**config.mk**
```make
export PLATFORM = sky130hd
export DESIGN_NAME = flash_status_host
export DESIGN_NICKNAME = d
export VERILOG_FILES = /design/src/logic/flash_host_pkg.sv /design/src/logic/flash_status_host.sv
export VERILOG_INCLUDE_DIRS = /design/src /design/src/logic
export SDC_FILE = /design/constraint.sdc
export NUM_CORES = 1
export LEC_CHECK = 0
export BUFFER_PORTS_ARGS = -buffer_cell sky130_fd_sc_hd__buf_2
export CORE_AREA = 10 10 170 109
export CTS_CLUSTER_SIZE = 30
export DETAILED_ROUTE_END_ITERATION = 6
export DIE_AREA = 0 0 180 119
export MAX_ROUTING_LAYER = met4
export SLEW_MARGIN = 25
export SYNTH_ARGS = -nofsm -noshare
export SYNTH_HDL_FRONTEND = slang
export SYNTH_SLANG_ARGS = --single-unit
```
**constraint.sdc**
```tcl
create_clock -name clk -period 2.55 [get_ports clk]
set_input_delay 0.51 -clock clk [delete_from_list [all_inputs] [get_ports clk]]
set_output_delay 0.51 -clock clk [all_outputs]
set_load 0.005 [all_outputs]
```
**src/logic/flash_host_regs.svh**
```systemverilog
// Functional notes
// - host may skip flag check only if extra commands are under 50 us apart
// - host confirms acceptance via poll or toggle bit before reading flag; OP_ADD reads the flag without checking either
// - host reads flag before and after each extra sector erase command
// - host reads poll and sector bits at a valid address
`ifndef FLASH_HOST_REGS_SVH
`define FLASH_HOST_REGS_SVH
`define OFS_CTRL      8'h00
`define OFS_ADDR      8'h04
`define OFS_WDATA     8'h08
`define OFS_RDATA     8'h0c
`define OFS_STAT      8'h10
`define OFS_MASK      8'h14
`define CLK_NS        4
`define T_ACC_NS      150
`define T_WP_NS       50
`define T_OEH_NS      10
`define T_SPACE_NS    50000
`define SYNC_CYC      2
`define RD_CYC        ((`T_ACC_NS + `CLK_NS - 1) / `CLK_NS + `SYNC_CYC)
`define WP_CYC        ((`T_WP_NS + `CLK_NS - 1) / `CLK_NS)
`define GAP_CYC       ((`T_OEH_NS + `CLK_NS - 1) / `CLK_NS)
`define SPACE_CYC     (`T_SPACE_NS / `CLK_NS)
`define BIT_POLL      7
`define BIT_GTOG      6
`define BIT_FAIL      5
`define BIT_WIN       3
`define BIT_STOG      2
`define BIT_BUSY      8
`define BIT_SKIP      2
`endif

```
**src/logic/flash_host_pkg.sv**
```systemverilog
`default_nettype none
package flash_host_pkg;
    typedef enum logic [4:0] {
        S_IDLE = 5'h01,
        S_RD   = 5'h02,
        S_WR   = 5'h04,
        S_GAP  = 5'h08,
        S_EVAL = 5'h10
    } state_t;
    typedef enum logic [1:0] {
        OP_READ  = 2'h0,
        OP_WRITE = 2'h1,
        OP_POLL  = 2'h2,
        OP_ADD   = 2'h3
    } op_t;
    typedef struct packed {
        logic [18:0] addr;
        logic        ce_n;
        logic        oe_n;
        logic        we_n;
    } flash_ctl_t;
    typedef struct packed {
        logic reject;
        logic closed;
        logic fail;
        logic done;
    } evt_t;
endpackage
`default_nettype wire

```
**src/logic/flash_status_host.sv**
```systemverilog
`timescale 1ns/1ns
`default_nettype none
`include "flash_host_regs.svh"
module flash_status_host #(
    parameter int unsigned SPACE_CYC = `SPACE_CYC
) (
    input  wire logic                      clk,
    input  wire logic                      srst,
    input  wire logic [7:0]                paddr,
    input  wire logic                      psel,
    input  wire logic                      penable,
    input  wire logic                      pwrite,
    input  wire logic [31:0]               pwdata,
    output var  logic [31:0]               prdata,
    output var  logic                      pready,
    output var  logic                      pslverr,
    output var  logic                      irq,
    output var  flash_host_pkg::flash_ctl_t flash,
    output var  logic [7:0]                dq_o,
    output var  logic                      dq_oe,
    input  wire logic [7:0]                dq_i
);
    localparam int RD_C = `RD_CYC;
    localparam int WP_C = `WP_CYC;

    flash_host_pkg::state_t     state_reg, state_next;
    flash_host_pkg::op_t        op_reg, op_next;
    flash_host_pkg::flash_ctl_t flash_reg, flash_next;
    flash_host_pkg::evt_t       evt;
    logic [1:0]  step_reg, step_next;
    logic [7:0]  cnt_reg, cnt_next;
    logic [18:0] addr_reg, addr_next;
    logic [7:0]  wdata_reg, wdata_next;
    logic [7:0]  rdata_reg, rdata_next;
    logic [7:0]  prev_reg, prev_next;
    logic        recheck_reg, recheck_next;
    logic [7:0]  dq_o_reg, dq_o_next;
    logic        dq_oe_reg, dq_oe_next;
    logic [13:0] space_reg, space_next;
    logic [3:0]  stat_reg, stat_next;
    logic [3:0]  mask_reg, mask_next;
    logic [31:0] prdata_reg, prdata_next;
    logic [7:0]  dq_s1, dq_s2;
    logic        wr_en, start, toggled, mapped;

    // pin levels for one bus cycle, idle when neither strobe asked
    function automatic flash_host_pkg::flash_ctl_t pins(
        input logic [18:0] a, input logic rd, input logic wr);
        flash_host_pkg::flash_ctl_t c;
        c.addr = a;
        c.ce_n = !(rd || wr);
        c.oe_n = !rd;
        c.we_n = !wr;
        return c;
    endfunction

    function automatic logic is_ofs(input logic [7:0] a, input logic [7:0] o);
        is_ofs = (a == o);
    endfunction

    // apb decode; slave never stalls
    assign wr_en = psel && penable && pwrite;
    assign mapped = is_ofs(paddr, `OFS_CTRL) || is_ofs(paddr, `OFS_ADDR) ||
                    is_ofs(paddr, `OFS_WDATA) || is_ofs(paddr, `OFS_RDATA) ||
                    is_ofs(paddr, `OFS_STAT) || is_ofs(paddr, `OFS_MASK);
    assign start = wr_en && is_ofs(paddr, `OFS_CTRL) &&
                   state_reg == flash_host_pkg::S_IDLE;
    assign pready = 1'b1;
    assign pslverr = psel && penable && !mapped;
    assign prdata = prdata_reg;
    assign irq = |(stat_reg & mask_reg);
    assign flash = flash_reg;
    assign dq_o = dq_o_reg;
    assign dq_oe = dq_oe_reg;
    assign toggled = rdata_reg[`BIT_GTOG] != prev_reg[`BIT_GTOG];

    // data pins come from outside: two flops before use
    always_ff @(posedge clk) begin
        dq_s1 <= dq_i;
        dq_s2 <= dq_s1;
    end

    // sequencer: flash bus cycles and status algorithms
    always_comb begin
        state_next = state_reg;
        op_next = op_reg;
        step_next = step_reg;
        cnt_next = cnt_reg;
        rdata_next = rdata_reg;
        prev_next = prev_reg;
        recheck_next = recheck_reg;
        flash_next = flash_reg;
        dq_o_next = dq_o_reg;
        dq_oe_next = dq_oe_reg;
        space_next = (space_reg == 14'h3fff) ? space_reg : space_reg + 14'h1;
        evt = '0;
        case (state_reg)
            flash_host_pkg::S_IDLE: begin
                if (start) begin
                    op_next = flash_host_pkg::op_t'(pwdata[1:0]);
                    step_next = 2'h0;
                    recheck_next = 1'b0;
                    cnt_next = 8'h0;
                    if (pwdata[1:0] == flash_host_pkg::OP_WRITE ||
                        (pwdata[1:0] == flash_host_pkg::OP_ADD &&
                         pwdata[`BIT_SKIP] &&
                         space_reg < 14'(SPACE_CYC))) begin
                        step_next = 2'h3;
                        state_next = flash_host_pkg::S_WR;
                        flash_next = pins(addr_reg, 1'b0, 1'b1);
                        dq_o_next = wdata_reg;
                        dq_oe_next = 1'b1;
                    end else begin
                        state_next = flash_host_pkg::S_RD;
                        flash_next = pins(addr_reg, 1'b1, 1'b0);
                    end
                end
            end
            flash_host_pkg::S_RD: begin
                cnt_next = cnt_reg + 8'h1;
                // access time plus the two sync stages
                if (cnt_reg == 8'(RD_C - 1)) begin
                    rdata_next = dq_s2;
                    flash_next = pins(addr_reg, 1'b0, 1'b0);
                    cnt_next = 8'h0;
                    state_next = flash_host_pkg::S_GAP;
                end
            end
            flash_host_pkg::S_WR: begin
                cnt_next = cnt_reg + 8'h1;
                if (cnt_reg == 8'(WP_C - 1)) begin
                    flash_next = pins(addr_reg, 1'b0, 1'b0);
                    cnt_next = 8'h0;
                    state_next = flash_host_pkg::S_GAP;
                    if (op_reg == flash_host_pkg::OP_ADD) begin
                        space_next = 14'h0;
                    end
                end
            end
            flash_host_pkg::S_GAP: begin
                // data held past the write strobe, oe high time after reads
                cnt_next = cnt_reg + 8'h1;
                if (cnt_reg == 8'(`GAP_CYC - 1)) begin
                    dq_oe_next = 1'b0;
                    state_next = flash_host_pkg::S_EVAL;
                end
            end
            flash_host_pkg::S_EVAL: begin
                cnt_next = 8'h0;
                state_next = flash_host_pkg::S_IDLE;
                evt.done = 1'b1;
                case (op_reg)
                    flash_host_pkg::OP_POLL: begin
                        // two reads in a row before judging the toggle
                        if (step_reg == 2'h0 ||
                            (toggled && !recheck_reg)) begin
                            recheck_next = step_reg != 2'h0 &&
                                           rdata_reg[`BIT_FAIL];
                            prev_next = rdata_reg;
                            step_next = 2'h1;
                            evt.done = 1'b0;
                            state_next = flash_host_pkg::S_RD;
                            flash_next = pins(addr_reg, 1'b1, 1'b0);
                        end else if (toggled) begin
                            evt.fail = 1'b1;
                        end
                    end
                    flash_host_pkg::OP_ADD: begin
                        if (step_reg == 2'h0) begin
                            if (rdata_reg[`BIT_WIN]) begin
                                evt.closed = 1'b1;
                            end else begin
                                step_next = 2'h1;
                                evt.done = 1'b0;
                                state_next = flash_host_pkg::S_WR;
                                flash_next = pins(addr_reg, 1'b0, 1'b1);
                                dq_o_next = wdata_reg;
                                dq_oe_next = 1'b1;
                            end
                        end else if (step_reg == 2'h1) begin
                            step_next = 2'h2;
                            evt.done = 1'b0;
                            state_next = flash_host_pkg::S_RD;
                            flash_next = pins(addr_reg, 1'b1, 1'b0);
                        end else if (step_reg == 2'h2) begin
                            evt.reject = rdata_reg[`BIT_WIN];
                        end
                    end
                    default: begin
                    end
                endcase
            end
            default: begin
                state_next = flash_host_pkg::S_IDLE;
            end
        endcase
    end

    // register file; a hardware event beats a same-cycle clear
    always_comb begin
        addr_next = addr_reg;
        wdata_next = wdata_reg;
        mask_next = mask_reg;
        stat_next = stat_reg;
        prdata_next = prdata_reg;
        if (wr_en && is_ofs(paddr, `OFS_ADDR)) begin
            addr_next = pwdata[18:0];
        end
        if (wr_en && is_ofs(paddr, `OFS_WDATA)) begin
            wdata_next = pwdata[7:0];
        end
        if (wr_en && is_ofs(paddr, `OFS_MASK)) begin
            mask_next = pwdata[3:0];
        end
        if (wr_en && is_ofs(paddr, `OFS_STAT)) begin
            stat_next = stat_reg & ~pwdata[3:0];
        end
        stat_next = stat_next | evt;
        // read data captured in setup so it stands through the access
        if (psel && !penable) begin
            case (paddr)
                `OFS_CTRL:  prdata_next = {30'h0, op_reg};
                `OFS_ADDR:  prdata_next = {13'h0, addr_reg};
                `OFS_WDATA: prdata_next = {24'h0, wdata_reg};
                `OFS_RDATA: prdata_next = {23'h0,
                    state_reg != flash_host_pkg::S_IDLE, rdata_reg};
                `OFS_STAT:  prdata_next = {28'h0, stat_reg};
                `OFS_MASK:  prdata_next = {28'h0, mask_reg};
                default:    prdata_next = 32'h0;
            endcase
        end
    end

    always_ff @(posedge clk) begin
        if (srst) begin
            state_reg <= flash_host_pkg::S_IDLE;
            op_reg <= flash_host_pkg::OP_READ;
            step_reg <= 2'h0;
            cnt_reg <= 8'h0;
            addr_reg <= 19'h0;
            wdata_reg <= 8'h0;
            rdata_reg <= 8'h0;
            prev_reg <= 8'h0;
            recheck_reg <= 1'b0;
            flash_reg <= '{addr: 19'h0, ce_n: 1'b1, oe_n: 1'b1, we_n: 1'b1};
            dq_o_reg <= 8'h0;
            dq_oe_reg <= 1'b0;
            space_reg <= 14'h3fff;
            stat_reg <= 4'h0;
            mask_reg <= 4'h0;
            prdata_reg <= 32'h0;
        end else begin
            state_reg <= state_next;
            op_reg <= op_next;
            step_reg <= step_next;
            cnt_reg <= cnt_next;
            addr_reg <= addr_next;
            wdata_reg <= wdata_next;
            rdata_reg <= rdata_next;
            prev_reg <= prev_next;
            recheck_reg <= recheck_next;
            flash_reg <= flash_next;
            dq_o_reg <= dq_o_next;
            dq_oe_reg <= dq_oe_next;
            space_reg <= space_next;
            stat_reg <= stat_next;
            mask_reg <= mask_next;
            prdata_reg <= prdata_next;
        end
    end

    // strobe low-time counters, read only by the checks below
    logic [7:0] oe_lo, we_lo;
    always_ff @(posedge clk) begin
        oe_lo <= (srst || flash_reg.oe_n) ? 8'h0 : oe_lo + 8'h1;
        we_lo <= (srst || flash_reg.we_n) ? 8'h0 : we_lo + 8'h1;
    end

    a_no_bus_fight: assert property (@(posedge clk) disable iff (srst)
        !(dq_oe_reg && !flash_reg.oe_n)) else $error("dq driven during read");
    a_strobes_apart: assert property (@(posedge clk) disable iff (srst)
        !(!flash_reg.oe_n && !flash_reg.we_n)) else $error("oe and we low");
    a_read_length: assert property (@(posedge clk) disable iff (srst)
        $rose(flash_reg.oe_n) |-> oe_lo == 8'(RD_C))
        else $error("read strobe length wrong");
    a_write_length: assert property (@(posedge clk) disable iff (srst)
        $rose(flash_reg.we_n) |-> we_lo == 8'(WP_C))
        else $error("write strobe length wrong");
    a_closed_no_write: assert property (@(posedge clk) disable iff (srst)
        evt.closed |=> flash_reg.we_n [*4])
        else $error("sector command written into closed window");
    // the reject must rest on a read that has only just ended
    a_reject_on_flag: assert property (@(posedge clk) disable iff (srst)
        evt.reject |-> rdata_reg[`BIT_WIN] && step_reg == 2'h2 &&
        $past(!flash_reg.oe_n, 4))
        else $error("reject without second flag check");
    a_poll_address: assert property (@(posedge clk) disable iff (srst)
        !flash_reg.oe_n |-> flash_reg.addr == addr_reg)
        else $error("status read at wrong address");
    a_skip_spacing: assert property (@(posedge clk) disable iff (srst)
        $fell(flash_reg.we_n) && op_reg == flash_host_pkg::OP_ADD &&
        step_reg == 2'h3 |-> space_reg < 14'(SPACE_CYC))
        else $error("flag check skipped after spacing expired");
    a_poll_two_reads: assert property (@(posedge clk) disable iff (srst)
        evt.done && op_reg == flash_host_pkg::OP_POLL |-> step_reg == 2'h1)
        else $error("poll finished before two reads");
    a_event_sticky: assert property (@(posedge clk) disable iff (srst)
        evt.done |=> stat_reg[0]) else $error("done status not set");

    c_poll_fail: cover property (@(posedge clk) disable iff (srst)
        evt.fail);
    c_add_reject: cover property (@(posedge clk) disable iff (srst)
        evt.reject);
    c_add_closed: cover property (@(posedge clk) disable iff (srst)
        evt.closed);
endmodule
`default_nettype wire

```
==> results.rst, run 1 <==
.. list-table::
   :header-rows: 1

   * - Metric
     - Value
   * - Status
     - complete, no violations
   * - Arrival time at the worst endpoint
     - 1940 ps
   * - Setup Slack @ Placement
     - -223 ps
   * - Peak per-stage delay on the critical path
     - 590 ps
   * - DIE HEIGHT
     - 119 um
   * - Clk_lat worst skew
     - approximately 420 ps
   * - Post-synthesis cell type with the largest combined area
     - dfxtp_1
   * - Buffer count from post-CTS setup fixing
     - 0
   * - CP max-delay cell
     - or4_1
   * - Seq pwr share
     - 41.9%
   * - Vias in the first global route
     - approximately 5000
   * - Maximum number of pins on one net before global-route repair
     - 55
   * - Max_cap viols
     - 0
   * - Proportion of synthesized chip area in sequential cells
     - between 40% and 50%
   * - Clock transition at the registers of the reported paths
     - around 70 ps
   * - Core area
     - 15600 um^2
   * - Sum of negative setup slack
     - 0 ps
   * - Fraction of final layout cells with drive strength greater than 1
     - 23.3%
   * - Number of standard cells in the final layout excluding fillers
     - approximately 1000
   * - Wire length of the first global-routing pass
     - 27700 um
   * - Crit path setup slack, layout
     - ~100 ps
   * - Syn Inst Count
     - 673
   * - VDD IR max
     - roughly 0.00042 V
   * - Yosys Warn Count
     - 0
   * - GR Overflow Total
     - 0
   * - Number of hold-slack violations in the final timing report
     - 0
   * - Period minus WS final
     - 2450 ps
   * - Worst rel slew slack
     - 32.0%
   * - Final design utilization
     - 47.9%
   * - Die boundary width
     - 180 um
   * - Number of primary I/O pins
     - 119
   * - Async set-reset flop share out of synthesis
     - 0%
   * - Chain of cells forming the critical path
     - buf_2, or4_1, buf_4, buf_4, a211oi_1, nor2_1, buf_2
   * - Layout Area Growth over Synthesis
     - 23.4%
   * - Final Wtd Congestion
     - 0.908
   * - Proportion of netlist area held by the largest area contributor
     - 46.9%
   * - Comb pwr share
     - 8.6%
   * - Placed insts
     - between 900 and 1000
   * - Site row count
     - 36
   * - Number of antenna violations at the first check in global routing
     - 0
   * - Synthesized area divided by synthesized cell count
     - 9.01 um^2
   * - Number of buffer and inverter stages on the critical path
     - 4
   * - Total power consumption of the routed design
     - 5.44 mW
   * - Cell family with the largest share of critical-path delay
     - simple AND/OR/NAND/NOR gates
   * - Fill cells
     - 1479
   * - Antenna-violating nets left
     - 0
   * - Final Max Tran Viols
     - 0
   * - Net Switching
     - 1.40 mW
   * - Flip-flop count of the largest register, all copies and words added
     - 22
   * - Ant diodes
     - 0
   * - Maximum fanout along the worst path
     - 4
   * - Placed wire-length estimate after detailed placement
     - ~13000 um
   * - Post-synthesis instance area
     - roughly 6100 um^2
   * - Switching portion of total power
     - 25.7%
   * - Floorplan die area
     - 21400 um^2
   * - Worst hold margin
     - 184 ps
   * - Library cell used as clock root buffer
     - clkbuf_16
   * - Fin area
     - between 7000 and 8000 um^2
   * - Worst endpoint required time
     - 2040 ps
   * - Number of enable-type register cells in the synthesized netlist
     - 0
   * - Distinct cell type count after synthesis
     - 64
   * - Critical path startpoint category
     - input port
   * - Quantity of I/O buffers inserted on ports
     - 91
   * - TritonCTS clock tree
     - done
   * - Number of CTS-inserted buffers
     - 17
   * - DRC
     - 0
   * - Measured slew at the worst slew-check pin
     - slightly above 1000 ps
   * - Tcrit/Tclk final
     - between 90% and 100%
   * - Total via count in the routed design
     - roughly 5300
   * - # resized after CTS
     - 0
   * - CTS H-tree lvls
     - 4
   * - WL/cell
     - 17.0 um
   * - Portion of total power attributed to the clock network
     - 49.5%
   * - Dpl cell area
     - 6840 um^2
   * - Synth Register Bits
     - 142
   * - Maximum clock frequency
     - 408 MHz
   * - Crit Path Class
     - in2out
   * - Tot GR Track Use
     - 16.2%
   * - Leak Pwr
     - 3.09 nW
   * - Final setup skew
     - 12.1 ps
   * - Post-CTS Hold Fix Bufs
     - 0
   * - Unrepaired setup endpoints after global routing
     - no
   * - Post-layout net count
     - 839
   * - Final-report setup violation count
     - 0
   * - Worst hold path class
     - in2reg
   * - Internal power
     - 4.04 mW
   * - Worst setup EP type
     - primary output
   * - Routed wire length
     - 17100 um
   * - Most instantiated flip-flop cell in the synthesis netlist
     - dfxtp_1
   * - Max Buffers Root-to-Sink
     - 2
   * - Most used standard cell by instance count after synthesis
     - dfxtp_1
   * - Synth top cells by count
     - 142 x dfxtp_1, 93 x nor2_1, 82 x nand2_1
   * - Via density per instance
     - around 5.3
   * - Count of routing violations after the opening detailed-route iteration
     - 348
   * - Cell Pwr Density
     - 727 nW/um^2
   * - Initial standard-cell utilization of the core
     - approximately 39%
   * - Cell types occupying the most area after synthesis
     - dfxtp_1 47%, mux2i_1 9.1%, nor2_1 5.8%
   * - Detailed Routing Iterations Pass 1
     - 6
   * - Total number of clock tree sinks
     - 142
==> power by group through the flow <==
| stage | combinational, mW | clock, mW | sequential, mW |
|---|---|---|---|
| 2_1_floorplan | 0.322 | 0 | 2.32 |
| 3_3_place_gp | 0.447 | 0 | 2.33 |
| 3_5_place_dp | 0.460 | 0 | 2.33 |
| 4_1_cts | 0.462 | 2.74 | 2.28 |
| 5_1_grt | 0.506 | 2.83 | 2.29 |
| 6_report | 0.466 | 2.69 | 2.28 |
==> area by class of cell <==
cell class	count	area, um^2	share of cell area, %
multi-input cells	478	2920	39.1
flip-flops and latches	142	2840	38.0
repair buffers	129	756	10.1
clock buffers	17	425	5.69
well taps	209	262	3.49
clock inverters	15	219	2.93
inverters	14	52.6	0.702
==> routing by layer <==
layer | wire [um] | vias up | track usage [%]
met3 | 1240 | 15 | 4.02
met5 | 0 | - | -
met2 | 7070 | 190 | 22.5
li1 | - | 2549 | -
met1 | 8690 | 2543 | 23.1
met4 | 120 | 0 | 3.71
==> layout by cell type (no fill, tap or decap), types with 3 or more instances in the layout <==
cell type | synthesis | routed
a21oi_1 | 33 | 33
a22oi_1 | 19 | 19
a311oi_1 | 5 | 5
a31o_1 | 7 | 7
a31oi_1 | 5 | 5
a41oi_1 | 3 | 3
and3_1 | 9 | 9
buf_2 | 4 | 90
buf_4 | 15 | 38
bufinv_16 | 0 | 3
clkbuf_16 | 0 | 17
conb_1 | 2 | 14
dfxtp_1 | 142 | 141
ha_1 | 4 | 4
inv_1 | 14 | 14
inv_6 | 0 | 5
inv_8 | 0 | 4
mux2i_1 | 55 | 55
nand2_1 | 82 | 82
nand2b_1 | 6 | 6
nand3_1 | 20 | 20
nand4_1 | 3 | 3
nand4b_1 | 3 | 3
nor2_1 | 93 | 93
nor3_1 | 11 | 11
nor4_1 | 3 | 3
o211ai_1 | 3 | 3
o21ai_0 | 27 | 27
o31ai_1 | 3 | 3
or2_2 | 4 | 4
or3_1 | 8 | 8
xnor2_1 | 8 | 8
xor2_1 | 11 | 11
==> worst register-to-register path, cell delays in order (launching register included) <==
cell	delay [ps]
dfxtp_1	360
or4b_4	580
or2_1	310
a2bb2oi_2	220
and4b_1	220
buf_12	180
and3_4	220
a31o_1	220
==> worst paths after layout <==
path                startpoint       end  slack, ps  cells after the start
hold / removal         dq_i[2]  dq_s1[2]        180                      1
setup / recovery      paddr[1]   pslverr        100                      7
setup reg to reg  state_reg[0]   dq_o[5]        140                      7
hold reg to reg       dq_s1[5]  dq_s2[5]        320                      0
==> cell families (layout without fill, tap and decap cells) <==
logic type / after synthesis / count (layout) / share of synthesized area, %
other: 2 / 14 / 0.124
AO/OA/AOI/OAI: 123 / 123 / 13.7
buffers and inverters: 65 / 175 / 5.65
flip-flops: 142 / 142 / 46.9
AND/OR/NAND/NOR: 260 / 260 / 20.1
XOR/XNOR: 19 / 19 / 2.74
multiplexers: 58 / 58 / 10.0
adder cells (fa/ha/maj): 4 / 4 / 0.825
Note: power is estimated with default switching activity, not from simulation.
==> run 2, diff against run 1 <==
--- a/config.mk
+++ b/config.mk
@@ -6,13 +6,13 @@
 export SDC_FILE = /design/constraint.sdc
 export NUM_CORES = 1
 export LEC_CHECK = 0
+export ABC_AREA = 1
 export BUFFER_PORTS_ARGS = -buffer_cell sky130_fd_sc_hd__buf_2
-export CORE_AREA = 10 10 170 109
+export CORE_AREA = 10 10 177 113
 export CTS_CLUSTER_SIZE = 30
 export DETAILED_ROUTE_END_ITERATION = 6
-export DIE_AREA = 0 0 180 119
+export DIE_AREA = 0 0 187 123
 export MAX_ROUTING_LAYER = met4
-export SLEW_MARGIN = 25
 export SYNTH_ARGS = -nofsm -noshare
 export SYNTH_HDL_FRONTEND = slang
 export SYNTH_SLANG_ARGS = --single-unit
==> run 2 against run 1 <==
Effect of this change:
- count of clock-buffer cells in the layout up 1
- non-clock buffer count decreased by 21
- global-route usage up 1.4 points
- critical path depth is 4 higher
- highest routed layer unchanged
==> results.rst, run 2 <==
.. list-table::
   :header-rows: 1

   * - Metric
     - Value
   * - Dpl cell area
     - approximately 7200 um^2
   * - Worst hold path class
     - in2reg
   * - Final design utilization
     - 46.7%
   * - Die boundary width
     - 187 um
   * - Number of enable-type register cells in the synthesized netlist
     - 0
   * - Maximum fanout along the worst path
     - 21
   * - Distinct cell type count after synthesis
     - 41
   * - Worst Min Path Start
     - dq_i[7]
   * - Worst r2r dst
     - flash[2]
   * - VDD IR max
     - 0.000490 V
   * - Proportion of netlist area held by the largest area contributor
     - 43.3%
   * - Fin area
     - between 7000 and 8000 um^2
   * - Fraction of final layout cells with drive strength greater than 1
     - 17.1%
   * - Buffer count from post-CTS setup fixing
     - 0
   * - Total number of clock tree sinks
     - 142
   * - Routed wire length
     - between 20000 and 25000 um
   * - Quantity of I/O buffers inserted on ports
     - just over 90
   * - Vias in the first global route
     - between 5000 and 6000
   * - WL/cell
     - 15.8 um
   * - Measured slew at the worst slew-check pin
     - about 850 ps
   * - Total power consumption of the routed design
     - 5.29 mW
   * - Fill cells
     - 1709
   * - Internal reg-to-reg setup slack
     - 460 ps
   * - Async set-reset flop share out of synthesis
     - 0%
   * - Worst setup EP type
     - flop
   * - Count of routing violations after the opening detailed-route iteration
     - 710
   * - Most instantiated flip-flop cell in the synthesis netlist
     - dfxtp_1
   * - Proportion of synthesized chip area in sequential cells
     - 43.3%
   * - Layout Area Growth over Synthesis
     - 19.3%
   * - Clock transition at the registers of the reported paths
     - about 70 ps
   * - Compound-gate portion of the synthesized area
     - 13.7%
   * - Max Buffers Root-to-Sink
     - 2
   * - Site row count
     - 37
   * - Crit Path Class
     - reg2reg
   * - Status
     - complete, no violations
   * - Syn Inst Count
     - 930
   * - Worst rel slew slack
     - 42.5%
   * - Unrepaired setup endpoints after global routing
     - no
   * - Core area
     - 16800 um^2
   * - Maximum clock frequency
     - 478 MHz
   * - Combinational family with the most area after synthesis
     - simple AND/OR/NAND/NOR gates
   * - Detailed Routing Iterations Pass 1
     - 5
   * - Final Wtd Congestion
     - 0.905
   * - Critical path startpoint category
     - flop
   * - Commonest non-fill, non-tap cell in the layout
     - nand2_1
   * - Flip-flop count of the largest register, all copies and words added
     - 22
   * - Final setup skew
     - 13.8 ps
   * - Area of the multi-input gates
     - 3090 um^2
   * - Floorplan die area
     - 23000 um^2
   * - Worst hold margin
     - 196 ps
   * - Yosys Warn Count
     - 0
   * - Tot GR Track Use
     - 17.6%
   * - Clk_lat worst skew
     - between 400 and 500 ps
   * - Sequential cell area
     - 2840 um^2
   * - Maximum number of pins on one net before global-route repair
     - 46
   * - Post-synthesis mux area share
     - 0%
   * - Period minus WS final
     - 2090 ps
   * - Arrival time at the worst endpoint
     - 2380 ps
   * - Post-CTS Hold Fix Bufs
     - 0
   * - Number of antenna violations at the first check in global routing
     - 0
   * - Worst reg2reg path depth
     - 11
   * - Via density per instance
     - 4.96
   * - Total via count in the routed design
     - roughly 6300
   * - Synth Register Bits
     - 142
   * - Highest-count cells in the layout ignoring fill and taps
     - 176 x nand2_1, 142 x dfxtp_1, 138 x nor2_1
   * - Final-report setup violation count
     - 0
   * - Cell types occupying the most area after synthesis
     - dfxtp_1 43%, nand2_1 10%, nor2_1 8.0%
   * - Worst endpoint required time
     - 2830 ps
   * - Post-synthesis instance area
     - roughly 6600 um^2
   * - Number of primary I/O pins
     - ~120
   * - # resized after CTS
     - 0
   * - Sum of negative setup slack
     - 0 ps
   * - Post-synthesis cell type with the largest combined area
     - dfxtp_1
   * - Number of CTS-inserted buffers
     - 17
   * - TritonCTS clock tree
     - done
   * - Placed wire-length estimate after detailed placement
     - about 15000 um
   * - Synthesized area divided by synthesized cell count
     - 7.06 um^2
   * - Leak Pwr
     - 3.56 nW
   * - DIE HEIGHT
     - between 100 and 150 um
   * - Synth top cells by count
     - 176 x nand2_1, 142 x dfxtp_1, 139 x nor2_1
   * - Hold Path Depth
     - 1
   * - CTS H-tree lvls
     - 4
   * - Number of hold-slack violations in the final timing report
     - 0
   * - Most used standard cell by instance count after synthesis
     - nand2_1
   * - Initial standard-cell utilization of the core
     - 39.2%
   * - Antenna-violating nets left
     - 0
   * - GR Overflow Total
     - 0
   * - Critical Path Start
     - cnt_reg[0]
   * - Destination of the worst hold path
     - dq_s1[7]
   * - Share of the synthesized netlist area taken by xor and xnor gates
     - 0.534%
   * - DRC
     - 0
   * - Cell Pwr Density
     - 676 nW/um^2
   * - Library cell used as clock root buffer
     - clkbuf_16
   * - Ant diodes
     - 0
   * - Worst flop-to-flop path startpoint
     - cnt_reg[0]
   * - Wire length of the first global-routing pass
     - 31800 um
   * - Arithmetic-cell share of the synthesized area counting full adders, half adders and majority gates
     - 0.763%
   * - Post-layout net count
     - 1077
   * - Max_cap viols
     - 0
   * - Final Max Tran Viols
     - 0
   * - Fraction of the mapped netlist area in simple logic gates
     - 31.3%
   * - Tcrit/Tclk final
     - 82.0%
## run 2: cell types whose count changed after synthesis, moves of 12 or more
cell      change
clkbuf_1     -13
a22oi_1      -19
nand4_1      +12
a21oi_1      +40
inv_1        +79
nor2_1       +46
mux2i_1      -55
o21ai_0      +41
nand3_1      +65
nand2_1      +94
## run 2: final cells by class
type,instances,share of cell area [%]
inverter,103,5.00
clock inverter,14,2.32
timing repair buffer,108,7.61
tap,234,3.74
sequential,142,36.3
multi-input combinational,648,39.5
clock buffer,18,5.48
## run 2: per-layer routing
| layer | track usage (%) | share of wire [%] | wire length (um) |
|---|---|---|---|
| met5 | - | 0 | 0 |
| met4 | 3.16 | 0.34 | 68 |
| met3 | 3.21 | 9.8 | 1960 |
| met2 | 20.6 | 35 | 7070 |
| met1 | 28.9 | 55 | 10900 |
## run 2: worst max-delay path by stage
stage	to	slack [ps]	cells past startpoint
after floorplan	flash[10]	780	12
after global placement	flash[1]	390	12
after detailed placement	flash[1]	390	12
after CTS	flash[2]	490	11
after global routing	flash[0]	220	11
final	flash[2]	460	11
## run 2: cells by family (layout without fill, tap and decap cells)
family,after synthesis,count (layout)
flip-flops,142,142
XOR/XNOR,4,4
AO/OA/AOI/OAI,167,167
adder cells (fa/ha/maj),4,4
other,2,14
AND/OR/NAND/NOR,459,459
buffers and inverters,152,243
## run 2: worst max-delay path, stage by stage (launching register included)
cell	delay, ps
dfxtp_1	420
ha_1	230
nand2_1	80
inv_1	110
nand4_1	110
nand2_1	200
nand2_1	120
nor2_2	120
buf_4	260
nand2_1	130
nand2_1	80
nand3_1	60
## run 2: per-stage QoR
| stage | setup WS [ps] | std cells |
|---|---|---|
| 2_1_floorplan | 778 | 942 |
| 3_3_place_gp | 389 | 1235 |
| 3_5_place_dp | 386 | 1235 |
| 4_1_cts | 485 | 1267 |
| 5_1_grt | 223 | 1267 |
| 6_report | 459 | 1267 |
## run 2: report_power, final
part | internal (mW) | switching [mW]
registers | 2.26 | 0.0175
logic | 0.147 | 0.267
clock network | 1.56 | 1.03
